==> config.mk <==
export PLATFORM = sky130hd
export DESIGN_NAME = port_output_latch_and_pullup_bank
export DESIGN_NICKNAME = d
export VERILOG_FILES = /design/src/core/unused_placeholder_none.sv /design/src/core/port_bank_pkg.sv /design/src/core/port_latch_reg.sv /design/src/core/port_output_latch_and_pullup_bank.sv
export SDC_FILE = /design/constraint.sdc
export NUM_CORES = 1
export LEC_CHECK = 0
export CAP_MARGIN = 5
export CORE_MARGIN = 10
export CORE_UTILIZATION = 56
export CTS_CLUSTER_DIAMETER = 120
export DETAILED_ROUTE_END_ITERATION = 7
export DONT_BUFFER_PORTS = 1
export PLACE_DENSITY = 0.75
export SKIP_CTS_REPAIR_TIMING = 1
export SLEW_MARGIN = 20
export SYNTH_ARGS = -nofsm -noshare
export SYNTH_HDL_FRONTEND = slang
export SYNTH_HIERARCHICAL = 1
export SYNTH_SLANG_ARGS = --single-unit
==> constraint.sdc <==
create_clock -name core_clk -period 7.21 [get_ports core_clk]
set_input_delay 0.3605 -clock core_clk [delete_from_list [all_inputs] [get_ports core_clk]]
set_output_delay 0.3605 -clock core_clk [all_outputs]
set_load 0.03 [all_outputs]
==> src/core/unused_placeholder_none.sv <==
/*
  intentionally empty compilation unit is not used.
*/

==> src/core/port_bank_pkg.sv <==
/*
  constants for the port output latch and pull-up bank: register byte
  offsets, port widths and reset values.
  assumes an 8-bit register bus with a 16-bit byte address.
*/
package port_bank_pkg;

  localparam int ADDR_W = 16;
  localparam int DATA_W = 8;

  // port widths in pins
  localparam int W_PORT_1 = 8;
  localparam int W_PORT_2 = 8;
  localparam int W_PORT_3 = 6;
  localparam int W_PORT_A = 4;
  localparam int W_PORT_B = 8;
  localparam int W_PORT_C = 8;
  localparam int W_PORT_D = 8;
  localparam int W_PORT_E = 8;
  localparam int W_PORT_F = 8;
  localparam int W_PORT_G = 5;

  // register byte offsets
  localparam logic [15:0] OFS_PORT_G_PIN_STATE = 16'hff5f;
  localparam logic [15:0] OFS_PORT_1_OUTPUT_LATCH = 16'hff60;
  localparam logic [15:0] OFS_PORT_2_OUTPUT_LATCH = 16'hff61;
  localparam logic [15:0] OFS_PORT_3_OUTPUT_LATCH = 16'hff62;
  localparam logic [15:0] OFS_PORT_A_OUTPUT_LATCH = 16'hff69;
  localparam logic [15:0] OFS_PORT_B_OUTPUT_LATCH = 16'hff6a;
  localparam logic [15:0] OFS_PORT_C_OUTPUT_LATCH = 16'hff6b;
  localparam logic [15:0] OFS_PORT_D_OUTPUT_LATCH = 16'hff6c;
  localparam logic [15:0] OFS_PORT_E_OUTPUT_LATCH = 16'hff6d;
  localparam logic [15:0] OFS_PORT_F_OUTPUT_LATCH = 16'hff6e;
  localparam logic [15:0] OFS_PORT_G_OUTPUT_LATCH = 16'hff6f;
  localparam logic [15:0] OFS_PORT_A_PULLUP_CONTROL = 16'hff70;
  localparam logic [15:0] OFS_PORT_B_PULLUP_CONTROL = 16'hff71;
  localparam logic [15:0] OFS_PORT_C_PULLUP_CONTROL = 16'hff72;
  localparam logic [15:0] OFS_PORT_D_PULLUP_CONTROL = 16'hff73;

  // reset values
  localparam logic [7:0] LATCH_RESET = 8'h00;
  localparam logic [7:0] READ_IDLE = 8'h00;

endpackage : port_bank_pkg

==> src/core/port_latch_reg.sv <==
/*
  one software-written latch of a port: a W-bit register at one byte
  offset, cleared by reset, written whole by a bus write strobe.
  assumes the bus address and data are synchronous to core_clk.
*/
`timescale 1ns/1ps
module port_latch_reg #(
  parameter int W = 8,
  parameter logic [15:0] OFFSET = 16'h0000
) (
  input wire logic core_clk,
  input wire logic reset,
  input wire logic [port_bank_pkg::ADDR_W-1:0] addr,
  input wire logic [port_bank_pkg::DATA_W-1:0] wdata,
  input wire logic wr,
  output logic [W-1:0] q,
  output logic [port_bank_pkg::DATA_W-1:0] rd_view
);
  import port_bank_pkg::*;

  typedef struct packed {
    logic [W-1:0] q;
  } latch_state_t;

  latch_state_t st_r;
  latch_state_t st_nxt;

  always_comb begin
    st_nxt = st_r;
    if (wr && addr == OFFSET) begin
      st_nxt.q = wdata[W-1:0];
    end
  end

  always_ff @(posedge core_clk or posedge reset) begin
    if (reset) begin
      st_r.q <= LATCH_RESET[W-1:0];
    end else begin
      st_r <= st_nxt;
    end
  end

  assign q = st_r.q;
  // unimplemented upper bits read as zero
  assign rd_view = DATA_W'(st_r.q);

endmodule : port_latch_reg

==> src/core/port_output_latch_and_pullup_bank.sv <==
/*
  output data latches of ports 1, 2, 3, a..g, the port g pin-state read
  and the pull-up controls of ports a..d, behind a plain register port.
  assumes direction bits come from elsewhere as levels, pins are
  synchronous to core_clk, and the pad cells use out/oe/pullup.
*/
// The implementer's own choice: the address-and-strobe port.
`timescale 1ns/1ps
module port_output_latch_and_pullup_bank (
  input wire logic core_clk,
  input wire logic reset,
  input wire logic [port_bank_pkg::ADDR_W-1:0] addr,
  input wire logic [port_bank_pkg::DATA_W-1:0] wdata,
  input wire logic wr,
  input wire logic rd,
  output logic [port_bank_pkg::DATA_W-1:0] rdata,
  input wire logic [port_bank_pkg::W_PORT_G-1:0] port_g_pin_in,
  input wire logic [port_bank_pkg::W_PORT_1-1:0] port_1_dir,
  input wire logic [port_bank_pkg::W_PORT_2-1:0] port_2_dir,
  input wire logic [port_bank_pkg::W_PORT_3-1:0] port_3_dir,
  input wire logic [port_bank_pkg::W_PORT_A-1:0] port_a_dir,
  input wire logic [port_bank_pkg::W_PORT_B-1:0] port_b_dir,
  input wire logic [port_bank_pkg::W_PORT_C-1:0] port_c_dir,
  input wire logic [port_bank_pkg::W_PORT_D-1:0] port_d_dir,
  input wire logic [port_bank_pkg::W_PORT_E-1:0] port_e_dir,
  input wire logic [port_bank_pkg::W_PORT_F-1:0] port_f_dir,
  input wire logic [port_bank_pkg::W_PORT_G-1:0] port_g_dir,
  output logic [port_bank_pkg::W_PORT_1-1:0] port_1_out,
  output logic [port_bank_pkg::W_PORT_2-1:0] port_2_out,
  output logic [port_bank_pkg::W_PORT_3-1:0] port_3_out,
  output logic [port_bank_pkg::W_PORT_A-1:0] port_a_out,
  output logic [port_bank_pkg::W_PORT_B-1:0] port_b_out,
  output logic [port_bank_pkg::W_PORT_C-1:0] port_c_out,
  output logic [port_bank_pkg::W_PORT_D-1:0] port_d_out,
  output logic [port_bank_pkg::W_PORT_E-1:0] port_e_out,
  output logic [port_bank_pkg::W_PORT_F-1:0] port_f_out,
  output logic [port_bank_pkg::W_PORT_G-1:0] port_g_out,
  output logic [port_bank_pkg::W_PORT_1-1:0] port_1_oe,
  output logic [port_bank_pkg::W_PORT_2-1:0] port_2_oe,
  output logic [port_bank_pkg::W_PORT_3-1:0] port_3_oe,
  output logic [port_bank_pkg::W_PORT_A-1:0] port_a_oe,
  output logic [port_bank_pkg::W_PORT_B-1:0] port_b_oe,
  output logic [port_bank_pkg::W_PORT_C-1:0] port_c_oe,
  output logic [port_bank_pkg::W_PORT_D-1:0] port_d_oe,
  output logic [port_bank_pkg::W_PORT_E-1:0] port_e_oe,
  output logic [port_bank_pkg::W_PORT_F-1:0] port_f_oe,
  output logic [port_bank_pkg::W_PORT_G-1:0] port_g_oe,
  output logic [port_bank_pkg::W_PORT_A-1:0] port_a_pullup_en,
  output logic [port_bank_pkg::W_PORT_B-1:0] port_b_pullup_en,
  output logic [port_bank_pkg::W_PORT_C-1:0] port_c_pullup_en,
  output logic [port_bank_pkg::W_PORT_D-1:0] port_d_pullup_en
);
  import port_bank_pkg::*;

  typedef struct packed {
    logic [DATA_W-1:0] rdata;
    logic [W_PORT_1-1:0] out_1;
    logic [W_PORT_2-1:0] out_2;
    logic [W_PORT_3-1:0] out_3;
    logic [W_PORT_A-1:0] out_a;
    logic [W_PORT_B-1:0] out_b;
    logic [W_PORT_C-1:0] out_c;
    logic [W_PORT_D-1:0] out_d;
    logic [W_PORT_E-1:0] out_e;
    logic [W_PORT_F-1:0] out_f;
    logic [W_PORT_G-1:0] out_g;
    logic [W_PORT_1-1:0] oe_1;
    logic [W_PORT_2-1:0] oe_2;
    logic [W_PORT_3-1:0] oe_3;
    logic [W_PORT_A-1:0] oe_a;
    logic [W_PORT_B-1:0] oe_b;
    logic [W_PORT_C-1:0] oe_c;
    logic [W_PORT_D-1:0] oe_d;
    logic [W_PORT_E-1:0] oe_e;
    logic [W_PORT_F-1:0] oe_f;
    logic [W_PORT_G-1:0] oe_g;
    logic [W_PORT_A-1:0] pu_a;
    logic [W_PORT_B-1:0] pu_b;
    logic [W_PORT_C-1:0] pu_c;
    logic [W_PORT_D-1:0] pu_d;
  } bank_state_t;

  bank_state_t st_r;
  bank_state_t st_nxt;

  logic [W_PORT_1-1:0] lat_1;
  logic [W_PORT_2-1:0] lat_2;
  logic [W_PORT_3-1:0] lat_3;
  logic [W_PORT_A-1:0] lat_a;
  logic [W_PORT_B-1:0] lat_b;
  logic [W_PORT_C-1:0] lat_c;
  logic [W_PORT_D-1:0] lat_d;
  logic [W_PORT_E-1:0] lat_e;
  logic [W_PORT_F-1:0] lat_f;
  logic [W_PORT_G-1:0] lat_g;
  logic [W_PORT_A-1:0] pcr_a;
  logic [W_PORT_B-1:0] pcr_b;
  logic [W_PORT_C-1:0] pcr_c;
  logic [W_PORT_D-1:0] pcr_d;
  logic [DATA_W-1:0] v_1, v_2, v_3, v_a, v_b, v_c, v_d, v_e, v_f, v_g;
  logic [DATA_W-1:0] v_pa, v_pb, v_pc, v_pd;

  // output data latches
  port_latch_reg #(.W(W_PORT_1), .OFFSET(OFS_PORT_1_OUTPUT_LATCH)) u_lat_1 (
    .core_clk(core_clk),
    .reset(reset),
    .addr(addr),
    .wdata(wdata),
    .wr(wr),
    .q(lat_1),
    .rd_view(v_1)
  );

  port_latch_reg #(.W(W_PORT_2), .OFFSET(OFS_PORT_2_OUTPUT_LATCH)) u_lat_2 (
    .core_clk(core_clk),
    .reset(reset),
    .addr(addr),
    .wdata(wdata),
    .wr(wr),
    .q(lat_2),
    .rd_view(v_2)
  );

  port_latch_reg #(.W(W_PORT_3), .OFFSET(OFS_PORT_3_OUTPUT_LATCH)) u_lat_3 (
    .core_clk(core_clk),
    .reset(reset),
    .addr(addr),
    .wdata(wdata),
    .wr(wr),
    .q(lat_3),
    .rd_view(v_3)
  );

  port_latch_reg #(.W(W_PORT_A), .OFFSET(OFS_PORT_A_OUTPUT_LATCH)) u_lat_a (
    .core_clk(core_clk),
    .reset(reset),
    .addr(addr),
    .wdata(wdata),
    .wr(wr),
    .q(lat_a),
    .rd_view(v_a)
  );

  port_latch_reg #(.W(W_PORT_B), .OFFSET(OFS_PORT_B_OUTPUT_LATCH)) u_lat_b (
    .core_clk(core_clk),
    .reset(reset),
    .addr(addr),
    .wdata(wdata),
    .wr(wr),
    .q(lat_b),
    .rd_view(v_b)
  );

  port_latch_reg #(.W(W_PORT_C), .OFFSET(OFS_PORT_C_OUTPUT_LATCH)) u_lat_c (
    .core_clk(core_clk),
    .reset(reset),
    .addr(addr),
    .wdata(wdata),
    .wr(wr),
    .q(lat_c),
    .rd_view(v_c)
  );

  port_latch_reg #(.W(W_PORT_D), .OFFSET(OFS_PORT_D_OUTPUT_LATCH)) u_lat_d (
    .core_clk(core_clk),
    .reset(reset),
    .addr(addr),
    .wdata(wdata),
    .wr(wr),
    .q(lat_d),
    .rd_view(v_d)
  );

  port_latch_reg #(.W(W_PORT_E), .OFFSET(OFS_PORT_E_OUTPUT_LATCH)) u_lat_e (
    .core_clk(core_clk),
    .reset(reset),
    .addr(addr),
    .wdata(wdata),
    .wr(wr),
    .q(lat_e),
    .rd_view(v_e)
  );

  port_latch_reg #(.W(W_PORT_F), .OFFSET(OFS_PORT_F_OUTPUT_LATCH)) u_lat_f (
    .core_clk(core_clk),
    .reset(reset),
    .addr(addr),
    .wdata(wdata),
    .wr(wr),
    .q(lat_f),
    .rd_view(v_f)
  );

  port_latch_reg #(.W(W_PORT_G), .OFFSET(OFS_PORT_G_OUTPUT_LATCH)) u_lat_g (
    .core_clk(core_clk),
    .reset(reset),
    .addr(addr),
    .wdata(wdata),
    .wr(wr),
    .q(lat_g),
    .rd_view(v_g)
  );

  // pull-up controls
  port_latch_reg #(.W(W_PORT_A), .OFFSET(OFS_PORT_A_PULLUP_CONTROL)) u_pcr_a (
    .core_clk(core_clk),
    .reset(reset),
    .addr(addr),
    .wdata(wdata),
    .wr(wr),
    .q(pcr_a),
    .rd_view(v_pa)
  );

  port_latch_reg #(.W(W_PORT_B), .OFFSET(OFS_PORT_B_PULLUP_CONTROL)) u_pcr_b (
    .core_clk(core_clk),
    .reset(reset),
    .addr(addr),
    .wdata(wdata),
    .wr(wr),
    .q(pcr_b),
    .rd_view(v_pb)
  );

  port_latch_reg #(.W(W_PORT_C), .OFFSET(OFS_PORT_C_PULLUP_CONTROL)) u_pcr_c (
    .core_clk(core_clk),
    .reset(reset),
    .addr(addr),
    .wdata(wdata),
    .wr(wr),
    .q(pcr_c),
    .rd_view(v_pc)
  );

  port_latch_reg #(.W(W_PORT_D), .OFFSET(OFS_PORT_D_PULLUP_CONTROL)) u_pcr_d (
    .core_clk(core_clk),
    .reset(reset),
    .addr(addr),
    .wdata(wdata),
    .wr(wr),
    .q(pcr_d),
    .rd_view(v_pd)
  );

  always_comb begin
    st_nxt = st_r;
    st_nxt.rdata = READ_IDLE;
    if (rd) begin
      case (addr)
        // sampled straight from the pins at the read, never stored
        OFS_PORT_G_PIN_STATE: st_nxt.rdata = DATA_W'({3'h0, port_g_pin_in});
        OFS_PORT_1_OUTPUT_LATCH: st_nxt.rdata = v_1;
        OFS_PORT_2_OUTPUT_LATCH: st_nxt.rdata = v_2;
        OFS_PORT_3_OUTPUT_LATCH: st_nxt.rdata = v_3;
        OFS_PORT_A_OUTPUT_LATCH: st_nxt.rdata = v_a;
        OFS_PORT_B_OUTPUT_LATCH: st_nxt.rdata = v_b;
        OFS_PORT_C_OUTPUT_LATCH: st_nxt.rdata = v_c;
        OFS_PORT_D_OUTPUT_LATCH: st_nxt.rdata = v_d;
        OFS_PORT_E_OUTPUT_LATCH: st_nxt.rdata = v_e;
        OFS_PORT_F_OUTPUT_LATCH: st_nxt.rdata = v_f;
        OFS_PORT_G_OUTPUT_LATCH: st_nxt.rdata = v_g;
        OFS_PORT_A_PULLUP_CONTROL: st_nxt.rdata = v_pa;
        OFS_PORT_B_PULLUP_CONTROL: st_nxt.rdata = v_pb;
        OFS_PORT_C_PULLUP_CONTROL: st_nxt.rdata = v_pc;
        OFS_PORT_D_PULLUP_CONTROL: st_nxt.rdata = v_pd;
        default: st_nxt.rdata = READ_IDLE;
      endcase
    end
    // an input pin sees a low level from us, never stale latch data
    st_nxt.out_1 = lat_1 & port_1_dir;
    st_nxt.out_2 = lat_2 & port_2_dir;
    st_nxt.out_3 = lat_3 & port_3_dir;
    st_nxt.out_a = lat_a & port_a_dir;
    st_nxt.out_b = lat_b & port_b_dir;
    st_nxt.out_c = lat_c & port_c_dir;
    st_nxt.out_d = lat_d & port_d_dir;
    st_nxt.out_e = lat_e & port_e_dir;
    st_nxt.out_f = lat_f & port_f_dir;
    st_nxt.out_g = lat_g & port_g_dir;
    st_nxt.oe_1 = port_1_dir;
    st_nxt.oe_2 = port_2_dir;
    st_nxt.oe_3 = port_3_dir;
    st_nxt.oe_a = port_a_dir;
    st_nxt.oe_b = port_b_dir;
    st_nxt.oe_c = port_c_dir;
    st_nxt.oe_d = port_d_dir;
    st_nxt.oe_e = port_e_dir;
    st_nxt.oe_f = port_f_dir;
    st_nxt.oe_g = port_g_dir;
    // a pull-up on a driven pin would only waste current
    st_nxt.pu_a = pcr_a & ~port_a_dir;
    st_nxt.pu_b = pcr_b & ~port_b_dir;
    st_nxt.pu_c = pcr_c & ~port_c_dir;
    st_nxt.pu_d = pcr_d & ~port_d_dir;
  end

  always_ff @(posedge core_clk or posedge reset) begin
    if (reset) begin
      st_r <= '0;
    end else begin
      st_r <= st_nxt;
    end
  end

  assign rdata = st_r.rdata;
  assign port_1_out = st_r.out_1;
  assign port_2_out = st_r.out_2;
  assign port_3_out = st_r.out_3;
  assign port_a_out = st_r.out_a;
  assign port_b_out = st_r.out_b;
  assign port_c_out = st_r.out_c;
  assign port_d_out = st_r.out_d;
  assign port_e_out = st_r.out_e;
  assign port_f_out = st_r.out_f;
  assign port_g_out = st_r.out_g;
  assign port_1_oe = st_r.oe_1;
  assign port_2_oe = st_r.oe_2;
  assign port_3_oe = st_r.oe_3;
  assign port_a_oe = st_r.oe_a;
  assign port_b_oe = st_r.oe_b;
  assign port_c_oe = st_r.oe_c;
  assign port_d_oe = st_r.oe_d;
  assign port_e_oe = st_r.oe_e;
  assign port_f_oe = st_r.oe_f;
  assign port_g_oe = st_r.oe_g;
  assign port_a_pullup_en = st_r.pu_a;
  assign port_b_pullup_en = st_r.pu_b;
  assign port_c_pullup_en = st_r.pu_c;
  assign port_d_pullup_en = st_r.pu_d;

endmodule : port_output_latch_and_pullup_bank

# Word level (Yosys, flattened, before mapping)
# Index checks and enable logic that the tools add are counted.
op_classes:
  mux: 2
  n_eq_ne: 15
  reduce_logical: 14
  bitwise: 18
op_table:
  columns: ["operator", "count"]
  rows:
  - ["16-bit == test, second input constant", 15]
  - ["8-bit case mux with 15 select lines", 1]
  - ["8-bit AND", 10]
  - ["8-bit inverter", 3]
  - ["1-bit logical AND", 14]
  - ["4-bit AND", 2]
  - ["8-bit two-way mux", 1]
  - ["6-bit AND", 1]
  - ["5-bit AND", 1]
  - ["4-bit inverter", 1]
totals:
  regBits: 277
  elab_cells: 88

# Logic depth before layout (Yosys ltp)
# Gate-level depths: netlist of run 1.
logic_depth:
  depth_word: 3
  ltp_mapped: 7
  ltp_nobuf: 5

# By module
# Netlist of run 1, hierarchy kept.
modules_own_cells:
  columns: ["module", "cells_each", "area_each_um2", "instances"]
  rows:
  - ["port_output_latch_and_pullup_bank", 436, 6376.1, 1]
  - ["port_latch_reg at u_pcr_b ...", 31, 454.2, 2]
  - ["port_latch_reg at u_lat_e ...", 31, 417.9, 2]
  - ["port_latch_reg at u_lat_2", 31, 456.7, 1]
  - ["port_latch_reg at u_pcr_d", 31, 451.7, 1]
  - ["port_latch_reg at u_lat_d", 31, 429.2, 1]
  - ["port_latch_reg at u_lat_b", 31, 410.4, 1]
  - ["port_latch_reg at u_lat_1", 31, 409.1, 1]
  - ["port_latch_reg at u_lat_c", 31, 407.9, 1]
  - ["port_latch_reg at u_lat_3", 28, 399.1, 1]
  - ["port_latch_reg at u_lat_g", 26, 301.5, 1]
  - ["port_latch_reg at u_pcr_a", 25, 284.0, 1]
  - ["port_latch_reg at u_lat_a", 24, 260.2, 1]

# Least setup slack after synthesis of run 1
# Ideal clock, no wire load.
synth_timing:
  path_type: "input port to flip-flop"
  startpoint: "input port addr[2] in the netlist's numbering"
  endpoint: "register st_r (netlist bit rdata[2])"
  slack_ns: 5.343
  t_arrival_ns: 1.784
  stages: 6
  path_cell_list: "buf_2 or4b_4 nor4_4 a22oi_1 and4_1 a31oi_2"
synth_rtl:
  columns: ["element", "line_no", "source"]
  rows:
  - ["start: declaration", "port_output_latch_and_pullup_bank.sv:12", "input wire logic [port_bank_pkg::ADDR_W-1:0] addr,"]
  - ["end signal: assignment", "port_output_latch_and_pullup_bank.sv:301", "st_r <= st_nxt;"]
  - ["end: declaration", "port_output_latch_and_pullup_bank.sv:83", "bank_state_t st_r;"]

==> results.toml, run 1 <==
[status]
status = "finished, violations left"
violations = "hold timing"

[placed_design]
gp_congestion = 0.945
port_buffers = 0
hpwl_um = 25700
dp_cells = 1009
postPlaceCellArea_mm2 = 0.0114

[finish]
n_fill_cell = 1544
drive_gt1_frac = 0.234
antenna_cells = 0
final_core_util = 0.622
fin_nets = 951
multiInputGateArea_mm2 = 0.00404
final_area_mm2 = 0.0131
fin_cells = 1141
area_delta_synth_final_pct = 9.63
seq_area_mm2 = 0.00693

[timing]
setup_tns_ps = 0
rsz0062_at_grt = "false"
whs_ps = -4.87
fin_crit_ps = 2300
finalClockSkew_ps = 15.2
worst_slew_pin_slew_ps = 1060
fmax_mhz = 435
setup_violations = 0
relSlewSlack = 0.291
post-route-period-util = 0.319
finalHoldViolations = 1
maxSlewViolCount = 0

[clock_network]
htreeDepth = 1
path_clk_slew_ps = 60
cts_sinks = 277
clk_latency_ps = 520
numCtsBuffers = 25
cts-root-buf = "clkbuf_16"
cts_tree = "yes"
clock_path_buffers = 3

[floorplan]
dieHeight_um = 166
dieArea_mm2 = 0.0275
start_util = 0.568
io_pins = 282
core_mm2 = 0.0210
rows = 53
die_x_um = 166

[power]
power_density_mw_per_mm2 = 232
leakage_nw = 6.36
p_sw_uw = 681
p_int_mw = 2.36
combPwrFrac = 0.043
power_frac_seq = 0.536
power_mw = 3.04
p_clk_frac = 0.421
ir_worst_vdd_mv = 0.153
switching_share = 0.224

[setup_path]
slowest_stage = "dlygate4sd3_1"
reg2reg_to = "rdata[0]$_DFF_PP0_"
critical_path_buf_inv_count = 3
cp.required_ps = 7730
crit_path_start_kind = "input pin"
worst-path-max-fanout = 101
max_stage_delay_ps = 930
path_cells = "dlygate4sd3_1, clkinv_4, buf_6"
r2r-start = "u_lat_c/q[0]$_DFFE_PP0P_"
reg2reg_setup_slack_ps = 5560
worstSetupPathType = "input pin to async pin"
cp_top_family = "buffers and inverters"
crit_path_start = "reset"
cp.arrival_ps = 2820
rr_worst_depth = 4
setup.worst_path.end_class = "async pin"

[hold_path]
holdCritPathClass = "input pin to flip-flop"
hold_start = "port_b_dir[5]"
hold_depth = 1
min_to = "port_b_out[5]$_DFF_PP0_"

[run]
maxCapViolCount = 0

[logic_synthesis]
async_reset_ff_frac = 1.00
ys_top_cells_by_area = "dfrtp_1 58%, mux2_2 7.5%, buf_4 7.2%"
synth_edf_count = 0
synth_most_common_cell = "dfrtp_1"
synth.avg_cell_area_um2 = 14.1
synth_top_area_cell = "dfrtp_1"
synth_area_mm2 = 0.0119
synth_top_cell_area_share = 0.581
yosysWarnings = 6
synth_cells = 849
synth_common_cells = "277 x dfrtp_1, 115 x buf_4, 79 x mux2_2, 74 x and2_1, 29 x nor2b_1"
ys_ff_latch = 277
yosysSeqAreaShare = 0.581
synthFlopType = "dfrtp_1"
ys_types = 62

[grt]
grt_pass1_vias = 7116
antenna_found_initial = 0
overflow = 0
busiest_layer = "met2"
grt.met2_usage = 0.419
grt_pass1_wl_um = 50700
met1_usage = 0.289
grtUsageTotal = 0.241
grt_util_met3 = 0.0698
grt_max_degree = 102

[drt]
dr.pass1.iters = 5
drcViolationCount = 0
drt.antenna.violating_nets = 0
wirelength_um = 35700
avgViaCountPerCell = 6.12
vias = 6983
drt_iter0_drc = 705
routedWlPerCell_um = 31.3
## logic make-up (layout without fill, tap and decap cells)
group	count (synthesis)	in the layout	synth area share
AO/OA/AOI/OAI	70	70	0.0483
buffers and inverters	148	156	0.0841
flip-flops	277	277	0.581
multiplexers	107	107	0.107
other	4	13	0.00126
AND/OR/NAND/NOR	243	243	0.178
## per-layer routing
layer  vias to the layer above  part of all wire  routed length (µm)
met5                         -                 0                   0
met4                         0             0.023                 806
met3                        41             0.069                2480
met2                       330              0.51               18300
met1                      3667              0.39               14100
li1                       2945                 -                   -
## worst max path at each step
stage                                   to  slack, ps  depth (start not counted)
finish              port_3_oe[3]$_DFF_PP0_       4910                          3
global route        port_c_oe[0]$_DFF_PP0_       4650                          3
CTS                     rdata[2]$_DFF_PP0_       5470                          5
detailed placement      rdata[2]$_DFF_PP0_       4930                          5
global placement        rdata[2]$_DFF_PP0_       4650                          6
floorplan           port_1_oe[0]$_DFF_PP0_       2020                          1
## placed cells by master, fill, tap and decap left out, types with 10 or more instances in the layout
master,n
dfrtp_1,277
dlygate4sd3_1,86
mux2_2,79
and2_1,74
nor2b_1,29
nand4_1,25
clkbuf_16,25
mux2_4,22
inv_1,19
nand2_1,13
conb_1,13
nand4b_4,12
nor4_2,10
a221oi_1,10
## cell type report
class                           instances  share of cell area
Sequential cell                       277               0.530
Multi-Input combinational cell        433               0.309
Timing Repair Buffer                   90              0.0684
Clock buffer                           35              0.0515
Tap cell                              275              0.0263
Clock inverter                         11             0.00918
Inverter                               20             0.00612
## worst reg2reg max path: stages (launching register included)
cell	delay, ps
dfrtp_1	460
a22oi_1	190
a21oi_1	80
a221oi_1	590
a31oi_1	170
## stage by stage
step | setup WS (ps) | hold slack (ps)
floorplan | 2020 | 127
global placement | 4650 | 135
detailed placement | 4930 | 144
CTS | 5470 | -396
global route | 4650 | 1.22
finish | 4910 | -4.87
## power groups by stage
| stage | Combinational, mW | Clock (mW) | Sequential, mW |
|---|---|---|---|
| final | 0.129 | 1.28 | 1.63 |
| after floorplan | 0.0664 | 0 | 1.65 |
| after detailed placement | 0.0676 | 0 | 1.66 |
| after global routing | 0.141 | 1.37 | 1.63 |
| after CTS | 0.0675 | 1.30 | 1.63 |
| after global placement | 0.0646 | 0 | 1.66 |
(Power assumes the default switching activity.)
==> run 2, diff against run 1 <==
==> constraint.sdc (replaced) <==
create_clock -name core_clk -period 2.3 [get_ports core_clk]
set_input_delay 0.115 -clock core_clk [delete_from_list [all_inputs] [get_ports core_clk]]
set_output_delay 0.115 -clock core_clk [all_outputs]
set_load 0.03 [all_outputs]
==> results.toml, run 2 (synthesized netlist as in run 1, its figures left out) <==
[clock_network]
clock_path_buffers = 3
numCtsBuffers = 26
cts_sinks = 277
path_clk_slew_ps = 60
cts_tree = "yes"
clk_latency_ps = 520
htreeDepth = 1
cts-root-buf = "clkbuf_16"

[drt]
avgViaCountPerCell = 6.15
drcViolationCount = 0
wirelength_um = 35100
dr.pass1.iters = 5
drt.antenna.violating_nets = 0
drt_iter0_drc = 733
vias = 7164
routedWlPerCell_um = 30.1

[setup_path]
cp_top_family = "compound AO/OA/AOI/OAI gates"
reg2reg_setup_slack_ps = 100
setup.worst_path.end_class = "flip-flop"
reg2reg_to = "rdata[3]$_DFF_PP0_"
worst-path-max-fanout = 3
max_stage_delay_ps = 580
cp.arrival_ps = 2600
rr_worst_depth = 6
slowest_stage = "dlygate4sd3_1"
crit_path_start_kind = "flip-flop"
critical_path_buf_inv_count = 1
cp.required_ps = 2700
r2r-start = "u_lat_g/q[3]$_DFFE_PP0P_"
path_cells = "mux2i_1, o21ai_0, a22o_1, a221oi_1, a31oi_1, dlygate4sd3_1"
worstSetupPathType = "flip-flop to flip-flop"

[timing]
setup_slack_ps = 104
maxSlewViolCount = 0
fin_crit_ps = 2200
post-route-period-util = 0.955
finalHoldViolations = 0
worst_slew_pin_slew_ps = 1020
relSlewSlack = 0.318
finalClockSkew_ps = 11.7
setup_violations = 0
fmax_mhz = 455

[finish]
final_common_cell = "dfrtp_1"
drive_gt1_frac = 0.239
final_cell_mix = "277 x dfrtp_1, 100 x dlygate4sd3_1, 79 x mux2_2"
final_area_mm2 = 0.0134
area_delta_synth_final_pct = 12.1
fin_nets = 973

[grt]
grt_max_degree = 171
grt_pass1_vias = 7180
grt_pass1_wl_um = 50600
overflow = 0
antenna_found_initial = 3
busiest_layer = "met2"
grt_util_met3 = 0.0679
met1_usage = 0.302
grt.met2_usage = 0.397
grtUsageTotal = 0.237

[power]
power_density_mw_per_mm2 = 741
ir_worst_vdd_mv = 0.432
leakage_nw = 6.51

[floorplan]
core_mm2 = 0.0210
rows = 53
dieHeight_um = 166
io_pins = 282
die_x_um = 166
start_util = 0.568
dieArea_mm2 = 0.0275

[status]
status = "completed"

[placed_design]
port_buffers = 0
gp_congestion = 1.00
pre_cts_slack_ps = 451
postPlaceCellArea_mm2 = 0.0115
hpwl_um = 25000

[hold_path]
min_to = "u_pcr_b/q[0]$_DFFE_PP0P_"
hold_start = "addr[7]"
hold_depth = 2
holdCritPathClass = "input pin to flip-flop"

[run]
maxCapViolCount = 0
==> run 2: cell types whose count changed in the layout (fill, tap and decap cells not counted), sizes merged, moves of 2 or more <==
| cell | delta |
|---|---|
| diode | +2 |
| clkbuf | +3 |
| clkinv | -3 |
| buf | +7 |
| dlygate4sd3 | +14 |
==> run 2: layer usage <==
layer  wire length [µm]  vias to the layer above  part of all wire
met1              14200                     3754              0.41
met3               2680                       64             0.076
li1                   -                     2992                 -
met4                890                        4             0.025
met2              17200                      350              0.49
met5                 34                        -           0.00097
==> run 2: layout make-up <==
class / instances / area (µm²)
well taps: 275 / 344
diodes: 2 / 5.00
multi-input cells: 433 / 4030
inverters: 20 / 78.8
clock buffers: 38 / 757
fillers: 1498 / 7650
flip-flops and latches: 277 / 6930
clock inverters: 9 / 133
repair buffers: 111 / 1100
==> run 2: worst max-delay path by stage <==
stage / startpoint / endpoint / slack (ps) / cells past startpoint
5_1_grt: u_lat_g/q[3]$_DFFE_PP0P_ / rdata[3]$_DFF_PP0_ / -7 / 6
3_5_place_dp: addr[0] / rdata[2]$_DFF_PP0_ / 450 / 5
2_1_floorplan: reset / port_1_oe[0]$_DFF_PP0_ / -100 / 1
3_3_place_gp: addr[0] / rdata[5]$_DFF_PP0_ / 470 / 4
6_report: u_lat_g/q[3]$_DFFE_PP0P_ / rdata[3]$_DFF_PP0_ / 100 / 6
4_1_cts: u_lat_g/q[3]$_DFFE_PP0P_ / rdata[3]$_DFF_PP0_ / 670 / 5
==> run 2: per-stage QoR <==
stage	power (mW)	instances	setup TNS, ps	hold slack [ps]	util
2_1_floorplan	5.39	858	-17020	-119	-
3_3_place_gp	5.40	1016	0	-110	0.546
3_5_place_dp	5.41	1016	0	-101	0.546
4_1_cts	9.77	1063	0	-649	0.588
5_1_grt	10.2	1164	-6.55	6.57	0.636
6_report	9.91	1165	0	8.21	0.636
==> run 2: power by group <==
group	switching, mW	internal, mW
clock	1.77	2.62
combinational	0.250	0.167
sequential	0.168	4.94
total	2.18	7.73
